==> config.mk <==
export PLATFORM = sky130hd
export DESIGN_NAME = cpu_pc_flags_address_gen
export DESIGN_NICKNAME = d
export VERILOG_FILES = /design/src/logic/cpu_pc_flags_pkg.sv /design/src/logic/cpu_pc_flags_address_gen.sv
export SDC_FILE = /design/constraint.sdc
export NUM_CORES = 1
export LEC_CHECK = 0
export ABC_AREA = 1
export ABC_CLOCK_PERIOD_IN_PS = 5400
export BUFFER_PORTS_ARGS = -buffer_cell sky130_fd_sc_hd__buf_2
export CAP_MARGIN = 25
export CORE_MARGIN = 8
export CORE_UTILIZATION = 62
export CTS_BUF_LIST = sky130_fd_sc_hd__clkbuf_4 sky130_fd_sc_hd__clkbuf_8
export CTS_CLUSTER_SIZE = 14
export DETAILED_ROUTE_END_ITERATION = 6
export PLACE_DENSITY = 0.9
export SLEW_MARGIN = 20
export SYNTH_ARGS = -nofsm -noshare
export SYNTH_HDL_FRONTEND = slang
export SYNTH_SLANG_ARGS = --single-unit
==> constraint.sdc <==
create_clock -name clk -period 5.4 [get_ports clk]
set_input_delay 1.08 -clock clk [delete_from_list [all_inputs] [get_ports clk]]
set_output_delay 1.08 -clock clk [all_outputs]
set_load 0.005 [all_outputs]
==> src/logic/cpu_pc_flags_pkg.sv <==
// Constants, enumerations and carrier structs of the program counter, flag and address unit
package cpu_pc_flags_pkg;

  // Vector and page constants
  localparam logic [15:0] VEC_HI_ADDR  = 16'hFFFE;
  localparam logic [15:0] VEC_LO_ADDR  = 16'hFFFF;
  localparam logic [7:0]  PAGE_ZERO_HI = 8'h00;
  localparam logic [15:0] IP_STEP      = 16'h0001;

  // Flag register bit positions
  localparam int FLG_V = 7;
  localparam int FLG_H = 4;
  localparam int FLG_I = 3;
  localparam int FLG_N = 2;
  localparam int FLG_Z = 1;
  localparam int FLG_C = 0;

  // Flag register fixed ones and reset value
  localparam logic [7:0] FLAGS_FIXED = 8'h60;
  localparam logic [7:0] FLAGS_RESET = 8'h68;

  // Decimal adjust constants
  localparam logic [7:0] BCD_LO_FIX = 8'h06;
  localparam logic [7:0] BCD_HI_FIX = 8'h60;
  localparam logic [7:0] BCD_MAX    = 8'h99;
  localparam logic [3:0] NIBBLE_MAX = 4'h9;

  // Register port offsets
  localparam logic [3:0] REG_IP     = 4'h0;
  localparam logic [3:0] REG_FLAGS  = 4'h4;
  localparam logic [3:0] REG_STATUS = 4'h8;

  typedef enum logic [4:0] {
    OP_NONE, OP_FETCH, OP_JUMP, OP_BRANCH, OP_BIT_BRANCH, OP_ADD, OP_ADC, OP_SUB, OP_SBC,
    OP_LOAD8, OP_LOAD16, OP_DAA, OP_SHL, OP_SHR, OP_CLEAR_MASK, OP_SET_FLAGS, OP_IRQ_STACKED
  } op_e;

  typedef enum logic [3:0] {
    COND_ALWAYS, COND_EQ, COND_NE, COND_CS, COND_CC, COND_MI, COND_PL,
    COND_GT, COND_GE, COND_LE, COND_LT
  } cond_e;

  typedef enum logic [2:0] {
    MODE_NONE, MODE_REGISTER, MODE_LITERAL8, MODE_LITERAL16, MODE_ZERO_PAGE
  } mode_e;

  typedef enum logic [2:0] {ST_REQ_HI, ST_REQ_LO, ST_CAP_HI, ST_CAP_LO, ST_RUN} state_e;

  // One command from the instruction sequencer
  typedef struct packed {
    op_e         op;
    cond_e       cond;
    mode_e       mode;
    logic [7:0]  opA;
    logic [7:0]  opB;
    logic [7:0]  offset;
    logic [15:0] target;
    logic        boundary;
  } cmd_s;

  // Memory read request
  typedef struct packed {
    logic        rd;
    logic [15:0] addr;
  } mem_req_s;

  // Effective address answer
  typedef struct packed {
    logic        valid;
    logic [15:0] addr;
    logic [15:0] literal;
  } ea_s;

endpackage

==> src/logic/cpu_pc_flags_address_gen.sv <==
// Program counter, flag register and effective address unit of an 8-bit CPU core
// Operation
// RQ1: Instruction pointer is 16 bits and steps by one per fetched byte.
// RQ2: Jumps, branches, interrupts and returns load a non-sequential target.
// RQ3: After reset the pointer loads the vector read from 0xFFFE and 0xFFFF.
// RQ4: Flag bits 6 and 5 always read as one.
// RQ5: Bit 7 marks signed overflow; signed compare branches test it.
// RQ6: Bit 4 records carry from bit 3 into bit 4 on add and add-with-carry.
// RQ7: Decimal adjust uses half-carry and carry to correct a BCD sum.
// RQ8: Bit 3 is the interrupt mask; one blocks maskable interrupts.
// RQ9: Interrupt service sets the mask after stacking, before the handler runs.
// RQ10: No interrupt at the boundary right after an instruction clearing the mask.
// RQ11: Bit 2 takes the top bit of results and of loaded or stored values.
// RQ12: Bit 1 is set for a zero 8- or 16-bit result, else cleared.
// RQ13: Bit 0 is carry or borrow; shifts and bit-test branches update it.
// RQ14: All memory and registers share one 64-Kbyte space, 16-bit addresses.
// RQ15: Test-and-branch locates operand by mode; target always relative.
// RQ16: Register-operand mode performs no memory access for operands.
// RQ17: Branch offset is a signed byte, sign-extended and added when taken.
// RQ18: Literal operands follow the opcode; 16-bit literals come high byte first.
// RQ19: Zero-page address is 0x00 above the instruction's address byte.
// RQ20: Address arithmetic wraps modulo 65536 and raises no flag.
//
// Local design decisions: the address map and strobed register access.
`timescale 1ns/100ps
module cpu_pc_flags_address_gen
  import cpu_pc_flags_pkg::*;
(
  // Clock and reset
  input  wire logic        clk,
  input  wire logic        rst_n,
  // Sequencer command and interrupt request
  input  wire cmd_s        cmd,
  input  wire logic        irqReq,
  // System memory read port
  output mem_req_s         memReq,
  input  wire logic [7:0]  memData,
  // Register port
  input  wire logic [3:0]  regAddr,
  input  wire logic [15:0] regWdata,
  input  wire logic        regWr,
  input  wire logic        regRd,
  output logic      [15:0] regRdata,
  // Core state and answers
  output logic      [15:0] ip,
  output logic      [7:0]  flags,
  output ea_s              ea,
  output logic      [7:0]  result,
  output logic             branchTaken,
  output logic             irqGrant,
  output logic             ready
);

  typedef struct packed {
    state_e      fsm;
    logic [15:0] ip;
    logic [7:0]  flags;
    logic [7:0]  vecHi;
    logic        inhibit;
    logic        ready;
    mem_req_s    memReq;
    ea_s         ea;
    logic [7:0]  result;
    logic        branchTaken;
    logic        irqGrant;
    logic [15:0] rdata;
  } state_s;

  state_s s;
  state_s next_s;

  // Branch condition decode, used by the branch path only; bit-test branches compare cond with COND_CS directly
  function automatic logic cond_met(input cond_e c, input logic [7:0] f);
    logic nv;
    nv = f[FLG_N] ^ f[FLG_V];
    case (c)
      COND_ALWAYS: cond_met = 1'b1;
      COND_EQ:     cond_met = f[FLG_Z];
      COND_NE:     cond_met = !f[FLG_Z];
      COND_CS:     cond_met = f[FLG_C];
      COND_CC:     cond_met = !f[FLG_C];
      COND_MI:     cond_met = f[FLG_N];
      COND_PL:     cond_met = !f[FLG_N];
      COND_GT:     cond_met = !(f[FLG_Z] | nv); // [RQ5]
      COND_GE:     cond_met = !nv;               // [RQ5]
      COND_LE:     cond_met = f[FLG_Z] | nv;     // [RQ5]
      COND_LT:     cond_met = nv;                // [RQ5]
      default:     cond_met = 1'b0;
    endcase
  endfunction

  // Relative target; the carry out is dropped so the sum wraps
  function automatic logic [15:0] rel_target(input logic [15:0] p, input logic [7:0] off);
    rel_target = p + {{8{off[7]}}, off}; // [RQ17] [RQ20]
  endfunction

  // Next-state logic
  always_comb begin
    logic [8:0] add9;
    logic [4:0] half5;
    logic [8:0] sub9;
    logic       cin;
    logic       lowAdj;
    logic       highAdj;
    logic       bitVal;
    logic [7:0] fix;
    logic [7:0] res;
    add9    = '0;
    half5   = '0;
    sub9    = '0;
    cin     = s.flags[FLG_C];
    lowAdj  = 1'b0;
    highAdj = 1'b0;
    bitVal  = 1'b0;
    fix     = '0;
    res     = '0;
    next_s  = s;
    // Pulses last one cycle
    next_s.memReq      = '0;
    next_s.ea.valid    = 1'b0;
    next_s.branchTaken = 1'b0;
    next_s.irqGrant    = 1'b0;
    next_s.rdata       = '0;

    case (s.fsm)
      ST_REQ_HI: begin
        next_s.memReq.rd   = 1'b1;
        next_s.memReq.addr = VEC_HI_ADDR; // [RQ3]
        next_s.fsm         = ST_REQ_LO;
      end
      ST_REQ_LO: begin
        next_s.memReq.rd   = 1'b1;
        next_s.memReq.addr = VEC_LO_ADDR; // [RQ3]
        next_s.fsm         = ST_CAP_HI;
      end
      ST_CAP_HI: begin
        next_s.vecHi = memData;
        next_s.fsm   = ST_CAP_LO;
      end
      ST_CAP_LO: begin
        next_s.ip    = {s.vecHi, memData}; // [RQ3]
        next_s.ready = 1'b1;
        next_s.fsm   = ST_RUN;
      end
      ST_RUN: begin
        // Operand address for the command's own mode; the branch target
        // of a test-and-branch never comes from here [RQ15]
        case (cmd.mode)
          MODE_REGISTER: next_s.ea.valid = 1'b0; // [RQ16]
          MODE_LITERAL8: begin
            next_s.ea.valid   = 1'b1;
            next_s.ea.addr    = s.ip;
            next_s.ea.literal = {8'h00, cmd.opA};
          end
          MODE_LITERAL16: begin
            next_s.ea.valid   = 1'b1;
            next_s.ea.addr    = s.ip;
            next_s.ea.literal = {cmd.opA, cmd.opB}; // [RQ18]
          end
          MODE_ZERO_PAGE: begin
            next_s.ea.valid = 1'b1;
            next_s.ea.addr  = {PAGE_ZERO_HI, cmd.opB}; // [RQ19] [RQ14]
          end
          default: next_s.ea.valid = 1'b0;
        endcase

        case (cmd.op)
          OP_FETCH: next_s.ip = s.ip + IP_STEP; // [RQ1] [RQ20]
          OP_JUMP:  next_s.ip = cmd.target;     // [RQ2]
          OP_BRANCH: begin
            if (cond_met(cmd.cond, s.flags)) begin
              next_s.ip          = rel_target(s.ip, cmd.offset); // [RQ2] [RQ17]
              next_s.branchTaken = 1'b1;
            end
          end
          OP_BIT_BRANCH: begin
            bitVal                 = cmd.opA[cmd.opB[2:0]];
            next_s.flags[FLG_C]    = bitVal; // [RQ13]
            if (bitVal == (cmd.cond == COND_CS)) begin
              next_s.ip          = rel_target(s.ip, cmd.offset); // [RQ15]
              next_s.branchTaken = 1'b1;
            end
          end
          OP_ADD, OP_ADC: begin
            cin   = (cmd.op == OP_ADC) ? s.flags[FLG_C] : 1'b0;
            add9  = {1'b0, cmd.opA} + {1'b0, cmd.opB} + {8'h00, cin};
            half5 = {1'b0, cmd.opA[3:0]} + {1'b0, cmd.opB[3:0]} + {4'h0, cin};
            res   = add9[7:0];
            next_s.flags[FLG_H] = half5[4]; // [RQ6]
            next_s.flags[FLG_C] = add9[8];  // [RQ13]
            next_s.flags[FLG_V] = (cmd.opA[7] == cmd.opB[7]) && (res[7] != cmd.opA[7]); // [RQ5]
            next_s.flags[FLG_N] = res[7];          // [RQ11]
            next_s.flags[FLG_Z] = (res == 8'h00); // [RQ12]
            next_s.result       = res;
          end
          OP_SUB, OP_SBC: begin
            cin  = (cmd.op == OP_SBC) ? s.flags[FLG_C] : 1'b0;
            sub9 = {1'b0, cmd.opA} - {1'b0, cmd.opB} - {8'h00, cin};
            res  = sub9[7:0];
            next_s.flags[FLG_C] = sub9[8]; // [RQ13]
            next_s.flags[FLG_V] = (cmd.opA[7] != cmd.opB[7]) && (res[7] != cmd.opA[7]); // [RQ5]
            next_s.flags[FLG_N] = res[7];          // [RQ11]
            next_s.flags[FLG_Z] = (res == 8'h00); // [RQ12]
            next_s.result       = res;
          end
          OP_LOAD8: begin
            next_s.flags[FLG_V] = 1'b0;
            next_s.flags[FLG_N] = cmd.opA[7];          // [RQ11]
            next_s.flags[FLG_Z] = (cmd.opA == 8'h00); // [RQ12]
            next_s.result       = cmd.opA;
          end
          OP_LOAD16: begin
            next_s.flags[FLG_V] = 1'b0;
            next_s.flags[FLG_N] = cmd.target[15];           // [RQ11]
            next_s.flags[FLG_Z] = (cmd.target == 16'h0000); // [RQ12]
          end
          OP_DAA: begin
            // Correction chosen from the flags of the prior BCD add and from the digits of opA
            lowAdj  = s.flags[FLG_H] || (cmd.opA[3:0] > NIBBLE_MAX);
            highAdj = s.flags[FLG_C] || (cmd.opA > BCD_MAX);
            fix     = (highAdj ? BCD_HI_FIX : 8'h00) | (lowAdj ? BCD_LO_FIX : 8'h00);
            res     = cmd.opA + fix; // [RQ7]
            next_s.flags[FLG_C] = s.flags[FLG_C] | highAdj; // [RQ7]
            next_s.flags[FLG_N] = res[7];
            next_s.flags[FLG_Z] = (res == 8'h00);
            next_s.result       = res;
          end
          OP_SHL: begin
            res = {cmd.opA[6:0], 1'b0};
            next_s.flags[FLG_C] = cmd.opA[7]; // [RQ13]
            next_s.flags[FLG_N] = res[7];
            next_s.flags[FLG_Z] = (res == 8'h00);
            next_s.flags[FLG_V] = res[7] ^ cmd.opA[7];
            next_s.result       = res;
          end
          OP_SHR: begin
            res = {1'b0, cmd.opA[7:1]};
            next_s.flags[FLG_C] = cmd.opA[0]; // [RQ13]
            next_s.flags[FLG_N] = 1'b0;
            next_s.flags[FLG_Z] = (res == 8'h00);
            next_s.flags[FLG_V] = cmd.opA[0];
            next_s.result       = res;
          end
          OP_CLEAR_MASK:  next_s.flags[FLG_I] = 1'b0; // [RQ8]
          OP_SET_FLAGS:   next_s.flags = cmd.opA;
          OP_IRQ_STACKED: next_s.flags[FLG_I] = 1'b1; // [RQ9]
          default: next_s.ip = s.ip;
        endcase

        // A mask cleared from one by a command between boundaries holds interrupts off through the next boundary
        if (cmd.boundary) begin
          next_s.irqGrant = irqReq && !s.flags[FLG_I] && !s.inhibit; // [RQ8] [RQ10]
          next_s.inhibit  = 1'b0;
        end else if (s.flags[FLG_I] && !next_s.flags[FLG_I]) begin
          next_s.inhibit  = 1'b1; // [RQ10]
        end
      end
      default: next_s.fsm = ST_REQ_HI;
    endcase

    // Software writes override the command in the same cycle
    if (regWr) begin
      case (regAddr)
        REG_IP:    next_s.ip    = regWdata;
        REG_FLAGS: next_s.flags = regWdata[7:0];
        default:   next_s.ip    = next_s.ip;
      endcase
    end
    if (regRd) begin
      case (regAddr)
        REG_IP:     next_s.rdata = s.ip;
        REG_FLAGS:  next_s.rdata = {8'h00, s.flags};
        REG_STATUS: next_s.rdata = {14'h0000, s.inhibit, s.ready};
        default:    next_s.rdata = 16'h0000;
      endcase
    end
    // Bits 6 and 5 cannot be cleared by any path
    next_s.flags = next_s.flags | FLAGS_FIXED; // [RQ4]
  end

  // State register, synchronous reset
  always_ff @(posedge clk) begin
    if (!rst_n) begin
      s       <= '0;
      s.fsm   <= ST_REQ_HI;
      s.flags <= FLAGS_RESET;
    end else begin
      s <= next_s;
    end
  end

  // Outputs straight from the state register
  assign memReq      = s.memReq;
  assign regRdata    = s.rdata;
  assign ip          = s.ip;
  assign flags       = s.flags;
  assign ea          = s.ea;
  assign result      = s.result;
  assign branchTaken = s.branchTaken;
  assign irqGrant    = s.irqGrant;
  assign ready       = s.ready;

  logic run;
  assign run = s.ready && !regWr;
endmodule

; ---- Word-level counts from Yosys, hierarchy flattened
; Index checks and enable logic that the tools add are counted.
[totals]
mem_count = 0
romBits = 0
input_bits = 86
mem_bits_rw = 0
elab_cells = 151
latch_bits = 0
out_inout_bits = 101
regBits = 113
[op_classes]
magnitude_cmp = 3
div = 0
n_addsub = 9
multipliers = 0
n_mux = 36
shift = 0
eq_ne = 40
reduce_logical = 42
bitwise = 5
[op_table]
columns = operator, n
row1 = 16-bit one-hot mux with 2 select lines, 3
row2 = 16-bit one-hot mux with 4 select lines, 1
row3 = 16-bit two-way mux, 3
row4 = 16-bit one-hot mux with 3 select lines, 1
row5 = 8-bit one-hot mux with 6 select lines, 1
row6 = 5-bit by 4-bit == test with 1-bit output (second input constant), 8
row7 = 17-bit one-hot mux with 2 select lines, 1
row8 = 8-bit zero test, 4
row9 = 24-bit two-way mux, 1
row10 = 4-bit by 3-bit == test with 1-bit output (second input constant), 5
row11 = 5-bit by 3-bit == test with 1-bit output (second input constant), 4
row12 = 16-bit by 1-bit adder with 16-bit output (second input constant), 1
row13 = 16-bit adder, 1
row14 = 4-bit == test (second input constant), 4
row15 = 16-bit zero test, 1
row16 = 8-bit two-way mux, 2
row17 = 2-bit one-hot mux with 8 select lines, 1
row18 = 3-bit one-hot mux with 5 select lines, 1
row19 = 7-bit zero test, 2
row20 = 3-bit by 2-bit == test with 1-bit output (second input constant), 4
row21 = 1-bit one-hot mux with 6 select lines, 2
row22 = 2-bit AND reduction, 6
row23 = 1-bit two-way mux, 11
row24 = 1-bit one-hot mux with 11 select lines, 1
row25 = other kinds (38), 66

; ---- Logic depth before layout (Yosys ltp)
[logic_depth]
word_depth = 11
mapped_depth = 20
depth_no_buf = 20

; ---- Least setup slack after synthesis
; No wires, ideal clock.
[synth_path]
kind = input-to-reg
from = input port cmd[52] (netlist name)
to = register flags[1] (netlist name)
cell_stages = 16
setup_time_ns = 0.070
t_arrival_ns = 3.190
n_path_buf = 0
setup_slack_ns = 2.141
required_time_ns = 5.330
cell_sequence = inv_2 nand3_1 inv_1 nand3_1 fa_1 fa_1 inv_1 nand3_1 nand2_1 xor2_1 nand3_1 nor2_1 nand3_1 nand3_1 nand2_1 a21oi_1
[synth_between]
elab_chain_cells = 8
elab_cells_between_ends = 22
cone_classes = 2 x add/sub / 10 x eq/ne / 6 x mux / 4 x reduce/logical
[synth_lines]
columns = item, line
row1 = "start, declared", cpu_pc_flags_address_gen.sv:33  ; input wire cmd_s cmd,
row2 = 5-bit by 4-bit == test with 1-bit output or 5-bit by 3-bit == test with 1-bit output (tied branches), n/a
row3 = "1-bit two-way mux, on equally long branches", "cpu_pc_flags_address_gen.sv:197, cpu_pc_flags_address_gen.sv:185"
row4 = 9-bit by 1-bit subtractor with 9-bit output or 9-bit by 1-bit adder with 9-bit output (tied branches), "cpu_pc_flags_address_gen.sv:198, cpu_pc_flags_address_gen.sv:186"
row5 = "8-bit zero test, on equally long branches", "cpu_pc_flags_address_gen.sv:203, cpu_pc_flags_address_gen.sv:193"
row6 = 2-bit one-hot mux with 8 select lines *, cpu_pc_flags_address_gen.sv:167  ; case (cmd.op)
row7 = 8-bit two-way mux *, cpu_pc_flags_address_gen.sv:125  ; case (s.fsm)
row8 = 8-bit two-way mux, cpu_pc_flags_address_gen.sv:263  ; case (regAddr)
row9 = 24-bit two-way mux *, cpu_pc_flags_address_gen.sv:262  ; if (regWr) begin
; Every way passes the cells marked *; elsewhere a longest branch is shown, timed or not.
; A chain may end at the register's enable or synchronous reset.

; ---- Final worst setup path
[layout_path]
from = input port cmd[52] (netlist name)
to = register flags[1] (netlist name)
[layout_between]
elab_chain_cells = 8
elab_cells_between_ends = 22
cone_classes = 2 x add/sub / 10 x eq/ne / 6 x mux / 4 x reduce/logical
[layout_lines]
columns = item, line
row1 = 5-bit by 4-bit == test with 1-bit output or 5-bit by 3-bit == test with 1-bit output (tied branches), n/a
row2 = "1-bit two-way mux, on equally long branches", "cpu_pc_flags_address_gen.sv:197, cpu_pc_flags_address_gen.sv:185"
row3 = 9-bit by 1-bit subtractor with 9-bit output or 9-bit by 1-bit adder with 9-bit output (tied branches), "cpu_pc_flags_address_gen.sv:198, cpu_pc_flags_address_gen.sv:186"
row4 = "8-bit zero test, on equally long branches", "cpu_pc_flags_address_gen.sv:203, cpu_pc_flags_address_gen.sv:193"
row5 = 2-bit one-hot mux with 8 select lines *, cpu_pc_flags_address_gen.sv:167
row6 = 8-bit two-way mux *, cpu_pc_flags_address_gen.sv:125
row7 = 8-bit two-way mux, cpu_pc_flags_address_gen.sv:263
row8 = 24-bit two-way mux *, cpu_pc_flags_address_gen.sv:262
; Marked as above.

==> impl_table.tex <==
\begin{tabular}{lr}
\hline
Metric & Value \\
\hline
\multicolumn{2}{l}{\textbf{Run status}} \\
\quad Result of the run & finished, violations left \\
\quad Violated checks & DRC \\
\multicolumn{2}{l}{\textbf{Hold path}} \\
\quad Endpoint of the worst hold-timing path & s[84] \\
\quad Worst hold path class & reg2reg \\
\quad HP Start & s[84] \\
\quad Number of cells on the worst hold path & 2 \\
\multicolumn{2}{l}{\textbf{Routing}} \\
\quad Drt drc & 11 \\
\quad DRT iter0 DRCs & 1,114 \\
\quad First-pass detailed-route iteration total & 7 \\
\quad Via density & between 6 and 7 \\
\quad Routed Wire Length & 29.8 mm \\
\quad Average wire length per cell after detail routing & around 19 µm \\
\quad DR vias & around 9,200 \\
\quad DRT antenna net count & 0 \\
\multicolumn{2}{l}{\textbf{Setup path}} \\
\quad Maximum net fanout on the critical path & 5 \\
\quad Type of the worst setup path & in2reg \\
\quad Data required time of the worst path & approximately 5.7 ns \\
\quad CP Buf/Inv Count & 4 \\
\quad FF-to-FF End & flags[1] \\
\quad Top cell by count, worst path & sky130\_fd\_sc\_hd\_\_nand3\_1 \\
\quad Kind of start point of the critical path & primary input \\
\quad Highest-delay cell along the critical path & sky130\_fd\_sc\_hd\_\_fa\_1 \\
\quad Kind of cell with the highest combined delay on the critical path & simple AND/OR/NAND/NOR gates \\
\quad Ordered cell list for the critical path & buf\_2 > inv\_2 > nand3\_1 > inv\_1 > nand3\_1 > fa\_1 > fa\_1 > inv\_1 > nand3\_1 > nand2\_1 > xor2\_1 > nand3\_1 > nor2\_1 > nand3\_1 > nand3\_1 > nand2\_1 > a21oi\_1 \\
\quad Critical register-to-register path startpoint & flags[0] \\
\quad Number of stages on the worst setup path & 17 \\
\quad Crit path arrival time & 3.72 ns \\
\quad CP endpoint kind & flop \\
\quad Slowest stage delay, CP & $\sim$0.43 ns \\
\quad Minimum setup slack among reg-to-reg paths & $\sim$2.7 ns \\
\quad Depth of the worst register-to-register path & 13 \\
\multicolumn{2}{l}{\textbf{Power and ir drop}} \\
\quad Net switching power & around 0.00063 W \\
\quad Leakage power & approximately 4.3 nW \\
\quad Share of power burned in combinational logic & 0.264 \\
\quad Share of total power consumed by net switching & 0.363 \\
\quad Peak supply drop & 117 µV \\
\quad Total design power & 0.00175 W \\
\quad Power share of the sequential group & 0.432 \\
\quad Internal power & around 0.0011 W \\
\quad Relative contribution of the clock network to total power & 0.304 \\
\quad Cell area power density & roughly 200 nW/µm² \\
\multicolumn{2}{l}{\textbf{Timing}} \\
\quad Max-slew headroom & 0.537 \\
\quad TNS Setup & 0 ns \\
\quad Fraction of the cycle the final worst path needs & 0.627 \\
\quad Final Hold Viols & 0 \\
\quad Final critical delay including setup and external delays & 3.39 ns \\
\quad Clock tree skew after final layout & 0.0121 ns \\
\quad Final-report max-slew violation count & 0 \\
\quad Transition time at the pin with the least slew margin & about 0.69 ns \\
\quad Crit path setup slack, layout & between 2 and 2.5 ns \\
\quad Unrepaired setup endpoints after global routing & no \\
\quad Number of endpoints failing setup at the final stage & 0 \\
\quad Maximum clock frequency & 295 MHz \\
\multicolumn{2}{l}{\textbf{Global route}} \\
\quad Wire length of the first global-routing pass & about 47 mm \\
\quad Remaining global-route overflow & 0 \\
\quad Total routing resource utilization after global routing & 0.330 \\
\quad Global-route track usage on met1 & 0.397 \\
\quad Largest net degree at the start of global routing & between 40 and 50 \\
\quad Global routing usage on met3 & 0.0594 \\
\quad Met2 capacity usage during global routing & 0.557 \\
\quad Initial antenna violation count & 1 \\
\quad Number of global-route vias before repair & a little under 9,000 \\
\quad Global routing's busiest layer & met2 \\
\multicolumn{2}{l}{\textbf{Final layout}} \\
\quad Filler cells & 1,215 \\
\quad Design area & slightly below 9000 µm² \\
\quad Area growth from synthesis to layout & 5.72\% \\
\quad Share of cells above drive strength 1 & 0.198 \\
\quad Top library cells by usage in the layout, fill and taps aside & sky130\_fd\_sc\_hd\_\_nand2\_1 (286), sky130\_fd\_sc\_hd\_\_buf\_2 (184), sky130\_fd\_sc\_hd\_\_inv\_1 (142) \\
\quad Count of nets after finishing & 1,493 \\
\quad Commonest non-fill, non-tap cell in the layout & sky130\_fd\_sc\_hd\_\_nand2\_1 \\
\multicolumn{2}{l}{\textbf{Clock tree}} \\
\quad CTS tree & done \\
\quad Setup Fix Bufs, Post-CTS & 0 \\
\quad Count of clock tree sinks & between 90 and 100 \\
\quad Number of cells upsized or downsized after cts & 0 \\
\quad Number of CTS-inserted buffers & 9 \\
\quad Worst-Skew Late Latency & 0.40 ns \\
\quad Hold-fix buffers at CTS & 0 \\
\quad Clock transition time at the flip-flop clock pins of the worst setup and hold paths & $\sim$0.11 ns \\
\quad Maximum level of the CTS H-tree & 3 \\
\quad Buffer cell driving the clock tree root & sky130\_fd\_sc\_hd\_\_clkbuf\_8 \\
\quad Max Root-Sink Buffers & 2 \\
\multicolumn{2}{l}{\textbf{Floorplan}} \\
\quad Die ar. & $\sim$18,000 µm² \\
\quad Y dimension of the die & approximately 130 µm \\
\quad X dimension of the die & 133 µm \\
\quad Core Region & $\sim$13,000 µm² \\
\quad Number of primary I/O pins & approximately 190 \\
\quad Row Count & 42 \\
\quad Initial Util & 0.636 \\
\multicolumn{2}{l}{\textbf{Placed design}} \\
\quad RD Place Congestion & around 0.99 \\
\quad Pre-CTS setup slack & 1.63 ns \\
\quad Placed cell areas & 8660 µm² \\
\quad Number of buffer cells added on primary ports & 184 \\
\quad Estimated wirelength of the detail-placed design & approximately 24 mm \\
\multicolumn{2}{l}{\textbf{Logic synthesis}} \\
\quad Synth Cell Area & roughly 8400 µm² \\
\quad Synth top area share & 0.228 \\
\quad Number of enable-type register cells in the synthesized netlist & 0 \\
\quad Mean instance size in the synthesized netlist & between 6 and 7 µm² \\
\quad Synth unique cells & 52 \\
\quad Gate count of the mapped netlist & approximately 1,300 \\
\quad Async SR Flop Fraction & 0 \\
\quad Most area-consuming cells after synthesis & sky130\_fd\_sc\_hd\_\_dfxtp\_1 (23\%), sky130\_fd\_sc\_hd\_\_nand2\_1 (13\%), sky130\_fd\_sc\_hd\_\_buf\_4 (9.1\%), sky130\_fd\_sc\_hd\_\_ha\_1 (6.5\%), sky130\_fd\_sc\_hd\_\_nand3\_1 (6.4\%) \\
\quad Share of the yosys chip area belonging to registers & 0.228 \\
\quad Yosys Warn Count & 0 \\
\quad Cell taking the most area after synthesis & sky130\_fd\_sc\_hd\_\_dfxtp\_1 \\
\quad \#FFs+latches synth & 96 \\
\quad Primary FF master, synth & sky130\_fd\_sc\_hd\_\_dfxtp\_1 \\
\multicolumn{2}{l}{\textbf{Run}} \\
\quad Max-capacitance violation count & 0 \\
\hline
\end{tabular}
==> cells in the mapped netlist, types with 6 or more instances <==
cell                         n
sky130_fd_sc_hd__ha_1       44
sky130_fd_sc_hd__a21oi_2     6
sky130_fd_sc_hd__o22ai_1     7
sky130_fd_sc_hd__nor3_1     20
sky130_fd_sc_hd__nand2_2     6
sky130_fd_sc_hd__clkbuf_1   17
sky130_fd_sc_hd__a221oi_1   18
sky130_fd_sc_hd__nand3_2    11
sky130_fd_sc_hd__inv_2      14
sky130_fd_sc_hd__a21oi_1    99
sky130_fd_sc_hd__nand3b_1    9
sky130_fd_sc_hd__a31oi_1    11
sky130_fd_sc_hd__inv_1     142
sky130_fd_sc_hd__o221ai_1    7
sky130_fd_sc_hd__nand4_1    15
sky130_fd_sc_hd__nor2_1     91
sky130_fd_sc_hd__fa_1        6
sky130_fd_sc_hd__dfxtp_1    96
sky130_fd_sc_hd__o21ai_0    81
sky130_fd_sc_hd__nand2_1   286
sky130_fd_sc_hd__nor2_2      7
sky130_fd_sc_hd__buf_4     102
sky130_fd_sc_hd__xor2_1     13
sky130_fd_sc_hd__nand3_1   107
sky130_fd_sc_hd__buf_2       9
==> flip-flops by register name, summed over array words and instances (netlist names) <==
| name | flops |
|---|---|
| memReq | 2 |
| result | 8 |
| ready | 1 |
| ea | 33 |
| branchTaken | 1 |
| ip | 16 |
| regRdata | 16 |
| flags | 6 |
| irqGrant | 1 |
| s | 12 |
==> layer usage <==
layer	wire length [µm]	share of wire
met1	11500	0.39
met2	13800	0.46
met5	10	0.00034
met3	2890	0.097
met4	1590	0.053
==> per-stage QoR <==
step	std cells	utilization	hold WS, ns
floorplan	1290	-	0.423
global placement	1521	0.654	0.433
detailed placement	1521	0.654	0.443
CTS	1537	0.671	0.458
global route	1538	0.672	0.486
finish	1539	0.672	0.461
==> power by group through the flow <==
stage | clock network (W) | registers (W) | logic, W
final | 0.000530 | 0.000754 | 0.000460
after detailed placement | 0 | 0.000769 | 0.000445
after global placement | 0 | 0.000768 | 0.000442
after global routing | 0.000558 | 0.000757 | 0.000507
after CTS | 0.000528 | 0.000753 | 0.000449
after floorplan | 0 | 0.000757 | 0.000321
==> final cells by class <==
type / count / area, µm² / share of cell area
clock inverters: 7 / 100 / 0.0112
clock buffers: 9 / 124 / 0.0139
well taps: 176 / 220 / 0.0247
inverters: 157 / 592 / 0.0665
diodes: 1 / 2.50 / 0.000281
repair buffers: 189 / 966 / 0.109
flip-flops and latches: 96 / 1920 / 0.216
multi-input cells: 904 / 4970 / 0.559
==> worst max path at each step <==
stage | startpoint | end | slack (ns)
floorplan | cmd[52] | flags[1] | 2.14
global placement | cmd[52] | flags[1] | 1.78
detailed placement | cmd[52] | flags[1] | 1.63
CTS | cmd[52] | flags[1] | 2.01
global route | cmd[52] | flags[1] | 1.76
finish | cmd[52] | flags[1] | 2.01
==> cell families (layout without fill, tap and decap cells) <==
kind of cell	after synthesis	count (layout)	share of synthesized area
flip-flops	96	96	0.228
other	1	3	0.000446
AND/OR/NAND/NOR	569	569	0.304
XOR/XNOR	18	18	0.0187
buffers and inverters	290	362	0.181
adder cells (fa/ha/maj)	50	50	0.0797
AO/OA/AOI/OAI	265	265	0.187
==> worst reg2reg max path, delay by kind of cell, from the launching register on <==
family,cells,cell delay (ns)
AOI/OAI and AO/OA,1,0.11
and+or+nand+nor,8,0.83
DFF,1,0.52
buffers and inverters,1,0.11
xor gates and xnor gates,1,0.27
adders and majority gates,2,0.85
No activity file was read; power rests on OpenSTA's default activity.
